File: src/include/scc_pkg.sv
/*
  Shared constants for the smartcard coupler control logic: operating modes,
  clock selections, reset configuration and timing counts.
  Assumes a single 100 MHz system clock.
*/
package scc_pkg;

  typedef enum logic [2:0] {
    SCC_STANDBY,
    SCC_PROGRAM,
    SCC_ACTIVE,
    SCC_TRANSACT,
    SCC_IDLE
  } scc_mode_t;

  typedef enum logic [2:0] {
    SCC_SEQ_OFF,
    SCC_SEQ_VCC,
    SCC_SEQ_IO,
    SCC_SEQ_CLK,
    SCC_SEQ_AUX,
    SCC_SEQ_RST
  } scc_seq_t;

  // Clock select codes, {reset_line, io_line} as sampled while programming
  localparam logic [1:0] SCC_CLK_SYNC = 2'h0;
  localparam logic [1:0] SCC_CLK_DIV4 = 2'h1;
  localparam logic [1:0] SCC_CLK_DIV2 = 2'h3;
  localparam logic [1:0] SCC_CLK_DIV1 = 2'h2;

  // Configuration state 4 after reset: 5 V supply, synchronous clock
  localparam logic SCC_RST_SUPPLY_5V = 1'b1;
  localparam logic [1:0] SCC_RST_CLK_SEL = SCC_CLK_SYNC;

  localparam int SCC_CLK_PERIOD_NS = 10;
  localparam int SCC_DEBOUNCE_US = 50;
  localparam int SCC_DEBOUNCE_CYCLES = (SCC_DEBOUNCE_US * 1000) / SCC_CLK_PERIOD_NS;
  localparam int SCC_DEB_W = 13;
  localparam int SCC_SEQ_STEP_CYCLES = 16;
  localparam int SCC_SEQ_W = 5;

endpackage

File: src/verilog/scc_debounce.sv
/*
  Debounce filter for the card contact: the output follows the input only
  after it has been stable for a full count.
  Assumes the input is already synchronous to mclk_in.
*/
`timescale 1ns/1ps
module scc_debounce #(
  parameter int COUNT = 5000,
  parameter int W = 13
) (
  // Clock and reset
  input wire logic mclk_in,
  input wire logic rst_in,
  // Filter
  input wire logic raw_in,
  output logic stable_out
);

  logic [W-1:0] cnt_reg;
  logic [W-1:0] cnt_next;
  logic stable_reg;
  logic stable_next;

  always_comb begin
    cnt_next = '0;
    stable_next = stable_reg;
    if (raw_in != stable_reg) begin
      if (cnt_reg == W'(COUNT - 1)) begin
        stable_next = raw_in;
      end else begin
        cnt_next = cnt_reg + W'(1);
      end
    end
  end

  always_ff @(posedge mclk_in) begin
    if (rst_in) begin
      cnt_reg <= '0;
      stable_reg <= 1'b0;
    end else begin
      cnt_reg <= cnt_next;
      stable_reg <= stable_next;
    end
  end

  assign stable_out = stable_reg;

endmodule

File: src/verilog/scc_coupler.sv
/*
  Smartcard coupler control: programming of supply and card clock, status
  on the ready/mode line, operating modes, wake-up interrupt, card clock
  generation and card signal activation order.
  Assumes all host pins are synchronous to mclk_in; the async clock input
  is sampled as data, so card clock rates must be well below mclk_in.
*/
`timescale 1ns/1ps
module scc_coupler (
  // Clock and reset
  input wire logic mclk_in,
  input wire logic rst_in,
  // Host control
  input wire logic chip_select_n_in,
  input wire logic power_on_request_in,
  input wire logic host_reset_in,
  input wire logic ready_mode_line_in,
  output logic ready_mode_line_out,
  output logic ready_mode_line_oe_n_out,
  output logic int_n_out,
  // Host data, host to card only
  input wire logic host_io_in,
  output logic host_io_out,
  output logic host_io_oe_n_out,
  input wire logic host_aux8_in,
  output logic host_aux8_out,
  output logic host_aux8_oe_n_out,
  input wire logic host_aux4_in,
  output logic host_aux4_out,
  output logic host_aux4_oe_n_out,
  // Clocks
  input wire logic sync_clock_in,
  input wire logic async_clock_in,
  // Card side
  input wire logic card_detect_in,
  input wire logic card_contact_polarity_in,
  input wire logic supply_in_range_in,
  input wire logic converter_ok_in,
  output logic converter_enable_out,
  output logic supply_5v_sel_out,
  output logic card_clock_out,
  output logic card_reset_out,
  input wire logic card_serial_line_in,
  output logic card_serial_line_out,
  output logic card_serial_line_oe_n_out,
  input wire logic card_aux8_line_in,
  output logic card_aux8_line_out,
  output logic card_aux8_line_oe_n_out,
  input wire logic card_aux4_line_in,
  output logic card_aux4_line_out,
  output logic card_aux4_line_oe_n_out,
  // Status
  output scc_pkg::scc_mode_t mode_out
);

  // ----------------------------------------------------------------
  // Card detect and edges
  // ----------------------------------------------------------------
  logic card_raw;
  logic card_present;
  assign card_raw = card_detect_in ^ card_contact_polarity_in;

  scc_debounce #(
    .COUNT(scc_pkg::SCC_DEBOUNCE_CYCLES),
    .W(scc_pkg::SCC_DEB_W)
  ) u_deb (
    .mclk_in(mclk_in),
    .rst_in(rst_in),
    .raw_in(card_raw),
    .stable_out(card_present)
  );

  logic cs_n_d_reg;
  logic pwr_d_reg;
  logic card_d_reg;
  logic cs_rise;
  logic cs_fall;
  logic pwr_rise;
  logic card_change;
  assign cs_rise = chip_select_n_in & ~cs_n_d_reg;
  assign cs_fall = ~chip_select_n_in & cs_n_d_reg;
  assign pwr_rise = power_on_request_in & ~pwr_d_reg;
  assign card_change = card_present ^ card_d_reg;

  // ----------------------------------------------------------------
  // Mode, configuration and interrupt
  // ----------------------------------------------------------------
  scc_pkg::scc_mode_t mode_reg, mode_next;
  logic supply_5v_reg, supply_5v_next;
  logic [1:0] clk_sel_reg, clk_sel_next;
  logic int_n_reg, int_n_next;
  logic powered;

  always_comb begin
    mode_next = mode_reg;
    supply_5v_next = supply_5v_reg;
    clk_sel_next = clk_sel_reg;
    int_n_next = int_n_reg;
    // Insert and extract both wake the host in standby; set wins over release
    if (card_change && mode_reg == scc_pkg::SCC_STANDBY) begin
      int_n_next = 1'b0;
    end else if (cs_rise || pwr_rise) begin
      int_n_next = 1'b1;
    end
    case (mode_reg)
      scc_pkg::SCC_STANDBY: begin
        if (cs_fall && !ready_mode_line_in) begin
          mode_next = scc_pkg::SCC_PROGRAM;
        end else if (!chip_select_n_in) begin
          mode_next = scc_pkg::SCC_ACTIVE;
        end
      end
      scc_pkg::SCC_PROGRAM: begin
        if (cs_rise) begin
          if (!ready_mode_line_in) begin
            supply_5v_next = power_on_request_in;
            clk_sel_next = {host_reset_in, host_io_in};
          end
          mode_next = scc_pkg::SCC_STANDBY;
        end
      end
      scc_pkg::SCC_ACTIVE: begin
        if (chip_select_n_in && !power_on_request_in) begin
          mode_next = scc_pkg::SCC_STANDBY;
        end else if (powered) begin
          mode_next = scc_pkg::SCC_TRANSACT;
        end
      end
      scc_pkg::SCC_TRANSACT, scc_pkg::SCC_IDLE: begin
        if (!powered) begin
          mode_next = scc_pkg::SCC_ACTIVE;
        end else if (chip_select_n_in) begin
          mode_next = scc_pkg::SCC_IDLE;
        end else begin
          mode_next = scc_pkg::SCC_TRANSACT;
        end
      end
      default: mode_next = scc_pkg::SCC_STANDBY;
    endcase
  end

  always_ff @(posedge mclk_in) begin
    if (rst_in) begin
      mode_reg <= scc_pkg::SCC_STANDBY;
      supply_5v_reg <= scc_pkg::SCC_RST_SUPPLY_5V;
      clk_sel_reg <= scc_pkg::SCC_RST_CLK_SEL;
      int_n_reg <= 1'b1;
      cs_n_d_reg <= 1'b1;
      pwr_d_reg <= 1'b0;
      card_d_reg <= 1'b0;
    end else begin
      mode_reg <= mode_next;
      supply_5v_reg <= supply_5v_next;
      clk_sel_reg <= clk_sel_next;
      int_n_reg <= int_n_next;
      cs_n_d_reg <= chip_select_n_in;
      pwr_d_reg <= power_on_request_in;
      card_d_reg <= card_present;
    end
  end

  // ----------------------------------------------------------------
  // Power sequencer
  // ----------------------------------------------------------------
  // Power request only counts while selected; extraction or overload forces down
  scc_pkg::scc_seq_t seq_reg, seq_next;
  logic [scc_pkg::SCC_SEQ_W-1:0] step_reg, step_next;
  logic want_power_reg, want_power_next;

  always_comb begin
    want_power_next = want_power_reg;
    if (!chip_select_n_in && mode_reg != scc_pkg::SCC_PROGRAM) begin
      want_power_next = power_on_request_in;
    end
    if (!card_present || !converter_ok_in) begin
      want_power_next = 1'b0;
    end
    seq_next = seq_reg;
    step_next = '0;
    if (step_reg != scc_pkg::SCC_SEQ_W'(scc_pkg::SCC_SEQ_STEP_CYCLES - 1)) begin
      step_next = step_reg + scc_pkg::SCC_SEQ_W'(1);
    end else if (want_power_reg) begin
      case (seq_reg)
        scc_pkg::SCC_SEQ_OFF: seq_next = scc_pkg::SCC_SEQ_VCC;
        scc_pkg::SCC_SEQ_VCC: seq_next = supply_in_range_in ? scc_pkg::SCC_SEQ_IO
                                                            : scc_pkg::SCC_SEQ_VCC;
        scc_pkg::SCC_SEQ_IO: seq_next = scc_pkg::SCC_SEQ_CLK;
        scc_pkg::SCC_SEQ_CLK: seq_next = scc_pkg::SCC_SEQ_AUX;
        default: seq_next = scc_pkg::SCC_SEQ_RST;
      endcase
    end else begin
      case (seq_reg)
        scc_pkg::SCC_SEQ_RST: seq_next = scc_pkg::SCC_SEQ_AUX;
        scc_pkg::SCC_SEQ_AUX: seq_next = scc_pkg::SCC_SEQ_CLK;
        scc_pkg::SCC_SEQ_CLK: seq_next = scc_pkg::SCC_SEQ_IO;
        scc_pkg::SCC_SEQ_IO: seq_next = scc_pkg::SCC_SEQ_VCC;
        default: seq_next = scc_pkg::SCC_SEQ_OFF;
      endcase
    end
  end

  always_ff @(posedge mclk_in) begin
    if (rst_in) begin
      seq_reg <= scc_pkg::SCC_SEQ_OFF;
      step_reg <= '0;
      want_power_reg <= 1'b0;
    end else begin
      seq_reg <= seq_next;
      step_reg <= step_next;
      want_power_reg <= want_power_next;
    end
  end

  assign powered = (seq_reg == scc_pkg::SCC_SEQ_RST);

  logic io_on;
  logic clk_on;
  logic aux_on;
  logic rst_on;
  assign io_on = seq_reg >= scc_pkg::SCC_SEQ_IO;
  assign clk_on = seq_reg >= scc_pkg::SCC_SEQ_CLK;
  assign aux_on = seq_reg >= scc_pkg::SCC_SEQ_AUX;
  assign rst_on = powered;

  // ----------------------------------------------------------------
  // Card clock generation
  // ----------------------------------------------------------------
  // Divided clocks come from a free-running counter on async edges
  logic async_d_reg;
  logic [1:0] div_reg, div_next;
  logic [1:0] cur_sel_reg, cur_sel_next;
  logic cclk_reg, cclk_next;
  logic clk_gate_reg, clk_gate_next;
  logic src_level;
  logic new_level;

  function automatic logic sel_level(input logic [1:0] sel, input logic sync_v,
                                     input logic async_v, input logic [1:0] div);
    case (sel)
      scc_pkg::SCC_CLK_SYNC: sel_level = sync_v;
      scc_pkg::SCC_CLK_DIV1: sel_level = async_v;
      scc_pkg::SCC_CLK_DIV2: sel_level = div[0];
      default: sel_level = div[1];
    endcase
  endfunction

  always_comb begin
    div_next = div_reg;
    if (async_clock_in && !async_d_reg) begin
      div_next = div_reg + 2'h1;
    end
    src_level = sel_level(cur_sel_reg, sync_clock_in, async_clock_in, div_next);
    new_level = sel_level(clk_sel_reg, sync_clock_in, async_clock_in, div_next);
    cur_sel_next = cur_sel_reg;
    // Hop only while both sources sit low so no short pulse escapes
    if (cur_sel_reg != clk_sel_reg && !src_level && !new_level && !cclk_reg) begin
      cur_sel_next = clk_sel_reg;
    end
    // Gate moves only in a low phase, so power steps never cut a pulse;
    // a source stuck high keeps the gate open until it falls
    clk_gate_next = clk_gate_reg;
    if (!src_level && !cclk_reg) begin
      clk_gate_next = clk_on;
    end
    cclk_next = clk_gate_reg & src_level;
  end

  always_ff @(posedge mclk_in) begin
    if (rst_in) begin
      async_d_reg <= 1'b0;
      div_reg <= 2'h0;
      cur_sel_reg <= scc_pkg::SCC_RST_CLK_SEL;
      cclk_reg <= 1'b0;
      clk_gate_reg <= 1'b0;
    end else begin
      clk_gate_reg <= clk_gate_next;
      async_d_reg <= async_clock_in;
      div_reg <= div_next;
      cur_sel_reg <= cur_sel_next;
      cclk_reg <= cclk_next;
    end
  end

  // ----------------------------------------------------------------
  // Host status and card line translation
  // ----------------------------------------------------------------
  logic sel;
  // Line stays a host input until the select fall is decoded
  assign sel = !chip_select_n_in && mode_reg != scc_pkg::SCC_PROGRAM
               && mode_reg != scc_pkg::SCC_STANDBY;

  // Status drive only while selected outside programming
  assign ready_mode_line_oe_n_out = !sel;
  assign ready_mode_line_out = power_on_request_in ? converter_ok_in
                                                   : card_present;
  assign int_n_out = int_n_reg;
  assign converter_enable_out = seq_reg != scc_pkg::SCC_SEQ_OFF;
  assign supply_5v_sel_out = supply_5v_reg;
  assign card_clock_out = cclk_reg;
  assign card_reset_out = rst_on & host_reset_in;
  assign mode_out = mode_reg;

  // Host to card on serial and aux lines; card answers never reach host, host-side enables are tied off
  assign card_serial_line_out = io_on & host_io_in;
  assign card_serial_line_oe_n_out = !(io_on && sel);
  assign host_io_out = card_serial_line_in;
  assign host_io_oe_n_out = 1'b1;
  assign card_aux8_line_out = aux_on & host_aux8_in;
  assign card_aux8_line_oe_n_out = !(aux_on && sel);
  assign host_aux8_out = card_aux8_line_in;
  assign host_aux8_oe_n_out = 1'b1;
  assign card_aux4_line_out = aux_on & host_aux4_in;
  assign card_aux4_line_oe_n_out = !(aux_on && sel);
  assign host_aux4_out = card_aux4_line_in;
  assign host_aux4_oe_n_out = 1'b1;

endmodule

File: config.mk
export PLATFORM = sky130hd
export DESIGN_NAME = scc_coupler
export DESIGN_NICKNAME = d
export VERILOG_FILES = /design/src/include/scc_pkg.sv /design/src/verilog/scc_debounce.sv /design/src/verilog/scc_coupler.sv
export SDC_FILE = /design/constraint.sdc
export NUM_CORES = 1
export LEC_CHECK = 0
export ABC_AREA = 1
export CORE_AREA = 2 2 73 75
export DETAILED_ROUTE_END_ITERATION = 10
export DIE_AREA = 0 0 75 77
export DONT_BUFFER_PORTS = 1
export GPL_ROUTABILITY_DRIVEN = 0
export GPL_TIMING_DRIVEN = 0
export HOLD_SLACK_MARGIN = 0.12
export RECOVER_POWER = 25
export SLEW_MARGIN = 0
export SYNTH_ARGS = -nofsm -noshare
export SYNTH_HDL_FRONTEND = slang
export SYNTH_HIERARCHICAL = 1
export SYNTH_SLANG_ARGS = --single-unit
export TNS_END_PERCENT = 10
File: constraint.sdc
create_clock -name mclk_in -period 1.8 [get_ports mclk_in]
set_clock_uncertainty 0.2 [all_clocks]
set_input_delay 0.09 -clock mclk_in [delete_from_list [all_inputs] [get_ports mclk_in]]
set_output_delay 0.09 -clock mclk_in [all_outputs]
set_load 0.02 [all_outputs]
==> run_results.csv <==
group,metric,value,unit
outcome,status,"complete, no violations",
synth,postSynthCellCount,312,
timing,post-route-min-period,1.72,ns
grt,grt_pass1_vias,1751,
setup_path,r2r_start,"step_reg[0]",
clock_network,cts_max_level,2,
setup_path,cp_num_cells,4,
layout,largest_register_ffs,13,
floorplanning,std_cell_rows,26,
setup_path,critical-path-slowest-cell,"dfxtp_2",
layout,fin_area,2560,µm²
setup_path,cp_num_buf_inv,1,
place,dp_slack,0.00879,ns
clock_network,clk_pin_slew_worst_paths,0.08,ns
worst_hold_path,hold_path_depth,2,
clock_network,cts_max_path_buffers,2,
setup_path,cp-end-kind,"output port",
power_and_ir_drop,p_leak,1.05,nW
setup_path,reg2regPathDepth,7,
layout,drive_gt1_frac,0.186,
timing,final_max_slew_viol_count,0,
clock_network,clock_sinks,40,
drt,ant_nets,0,
power_and_ir_drop,power.density,787,nW/µm²
floorplanning,die_w,75,µm
run,max_cap_viol_count,0,
synth,synth_top_area_cell,"dfxtp_1",
clock_network,cts_root_buf,"clkbuf_8",
grt,antenna_found_initial,0,
synth,async_flop_share,0,
setup_path,arrival,1.43,ns
synth,yosysTopAreaCellShare,0.368,
setup_path,crit_required,1.51,ns
synth,yosysWarningCount,6,
synth,ys.flop_type,"dfxtp_1",
layout,fillers,518,
timing,tightest_slew,0.785,ns
setup_path,path_class,"flop to output port",
clock_network,worst_skew_pair.late_latency,0.29,ns
drt,viasPerCell,4.73,
setup_path,rrSetupSlack,0.13,ns
grt,grt_max_degree,13,
place,placed_area,2270,µm²
setup_path,max_stage_delay,0.45,ns
layout,layout.nets,358,
worst_hold_path,hold_start,"host_aux8_in",
drt,first_pass_iters,4,
setup_path,critPathLaunchType,"flop",
worst_hold_path,hold_end,"card_aux8_line_out",
timing,fin_crit_sh,0.957,
clock_network,cts_buffers,5,
drt,drt_iter0_drc,71,
place,port_buffers,0,
drt,vias,1929,
power_and_ir_drop,totalPowerFinal,2.02,mW
setup_path,crit_chain,"inv_1 > nand3_2 > nand2_4 > or2_4",
floorplanning,die_h,77,µm
synth,yosysSeqAreaShare,0.368,
floorplanning,start_util,0.437,
floorplanning,ioPinCount,40,
synth,synth_edf_count,0,
drt,drt_wl_total,4610,µm
synth,synth_area,2180,µm²
timing,hold_violations,0,
synth,ys_types,33,
timing,setup_viol,0,
synth,synth_area_leaders,"dfxtp_1 37%, nand2_1 10%, inv_1 8.3%",
layout,n_antenna_cell,0,
floorplanning,dieArea,5780,µm²
setup_path,path_delay_family,"simple AND/OR/NAND/NOR gates",
drt,drc,0,
clock_network,cts_tree,"yes",
setup_path,r2r-end,"seq_reg[2]",
grt,grt_pass1_wl,7810,µm
grt,track_usage,0.172,
timing,slew_headroom,0.471,
place,dpl.hpwl,3350,µm
drt,post_drt_wl_per_cell,11.3,µm
power_and_ir_drop,vdd_drop_max,0.654,mV
floorplanning,core,4980,µm²
layout,areaGrowthSynthToFinish,17.8,%
timing,worst_slack,0.0768,ns
grt,overflow,0,
synth,ys_ff_latch,40,
setup_path,worst-path-max-fanout,6,
worst_hold_path,hp-class,"primary input to output port",
synth,syn_area_per_cell,6.98,µm²
timing,max_clock_freq,580,MHz
[synthesized netlist by cell type, drive strengths merged, types with 2 or more instances]
library cell and instances:
a21oi 17, a31oi 2, buf 11, dfxtp 40
ha 3, inv 51, nand2 65, nand3 29
nand3b 2, nand4 6, nor2 55, nor3 3
o211ai 4, o21ai 8, o21bai 2, xnor2 3
xor2 5
[per-layer routing]
metal  global-route usage  wire, µm  vias up
li1                     -         -     1032
met1                0.233      2320      859
met2                0.266      2040       31
met3               0.0434       182        7
met4               0.0518        71        0
met5                    0         0        -
[timing repair]
item	in CTS	in global routing
buffers inserted	0	1
hold buffers	15	0
cloned	0	0
endpoints found under the hold margin	36	0
resized for setup	10	8
setup endpoints to repair	2	4
pin swaps	0	1
[layout make-up]
| class | count | area, µm² | area share |
|---|---|---|---|
| multi-input combinational | 212 | 1150 | 0.449 |
| sequential | 40 | 810 | 0.316 |
| inverter | 51 | 191 | 0.0747 |
| timing repair buffer | 16 | 158 | 0.0615 |
| tap | 70 | 87.6 | 0.0342 |
| clock buffer | 6 | 82.6 | 0.0322 |
| buffer | 11 | 75.1 | 0.0293 |
| clock inverter | 2 | 10.0 | 0.00390 |
[how the worst max path moves through the flow]
stage | start | end | slack (ns)
5_1_grt | step_reg[0] | seq_reg[2] | -0.02
3_3_place_gp | mode_out[1] | card_serial_line_oe_n_out | 0.02
3_5_place_dp | mode_out[1] | card_serial_line_oe_n_out | 0.009
6_report | mode_out[0] | card_serial_line_oe_n_out | 0.08
4_1_cts | mode_out[1] | card_serial_line_oe_n_out | 0.02
2_1_floorplan | mode_out[1] | card_serial_line_oe_n_out | 0.16
[through the flow]
step | cells | hold WS [ns] | setup TNS, ns | utilization
final | 408 | 0.118 | 0 | 0.515
after global routing | 408 | 0.133 | -0.0180 | 0.515
after CTS | 407 | 0.120 | 0 | 0.510
after detailed placement | 384 | 0.0283 | 0 | 0.457
after global placement | 384 | 0.0238 | 0 | 0.457
after floorplan | 314 | 0.0149 | 0 | -
[cell usage in the layout (no fill, tap or decap), types with 4 or more instances in the layout]
cell and n:
a21oi_1 15, buf_4 5, clkbuf_1 4, clkbuf_8 6, dfxtp_1 37, dlygate4sd3_1 15, inv_1 45, inv_2 6
nand2_1 56, nand2_2 7, nand3_1 23, nand3_2 4, nand4_1 6, nor2_1 38, nor2_2 17, o211ai_1 4
o21ai_0 5, xor2_1 5
[power by group]
part           total [mW]  leakage, nW  switching (mW)  internal, mW
combinational       0.405        0.674           0.258         0.146
sequential          0.993        0.327          0.0635         0.930
clock               0.619       0.0510           0.313         0.306
total                2.02         1.05           0.635          1.38
[kinds of logic after synthesis]
group / after synthesis / synth area share
adders and majority gates: 3 / 0.0172
buffers and inverters: 62 / 0.128
xor gates and xnor gates: 8 / 0.0322
and+or+nand+nor: 162 / 0.355
DFF: 40 / 0.368
AOI/OAI and AO/OA: 36 / 0.0977
other: 1 / 0.00172
(Power assumes the default switching activity.)
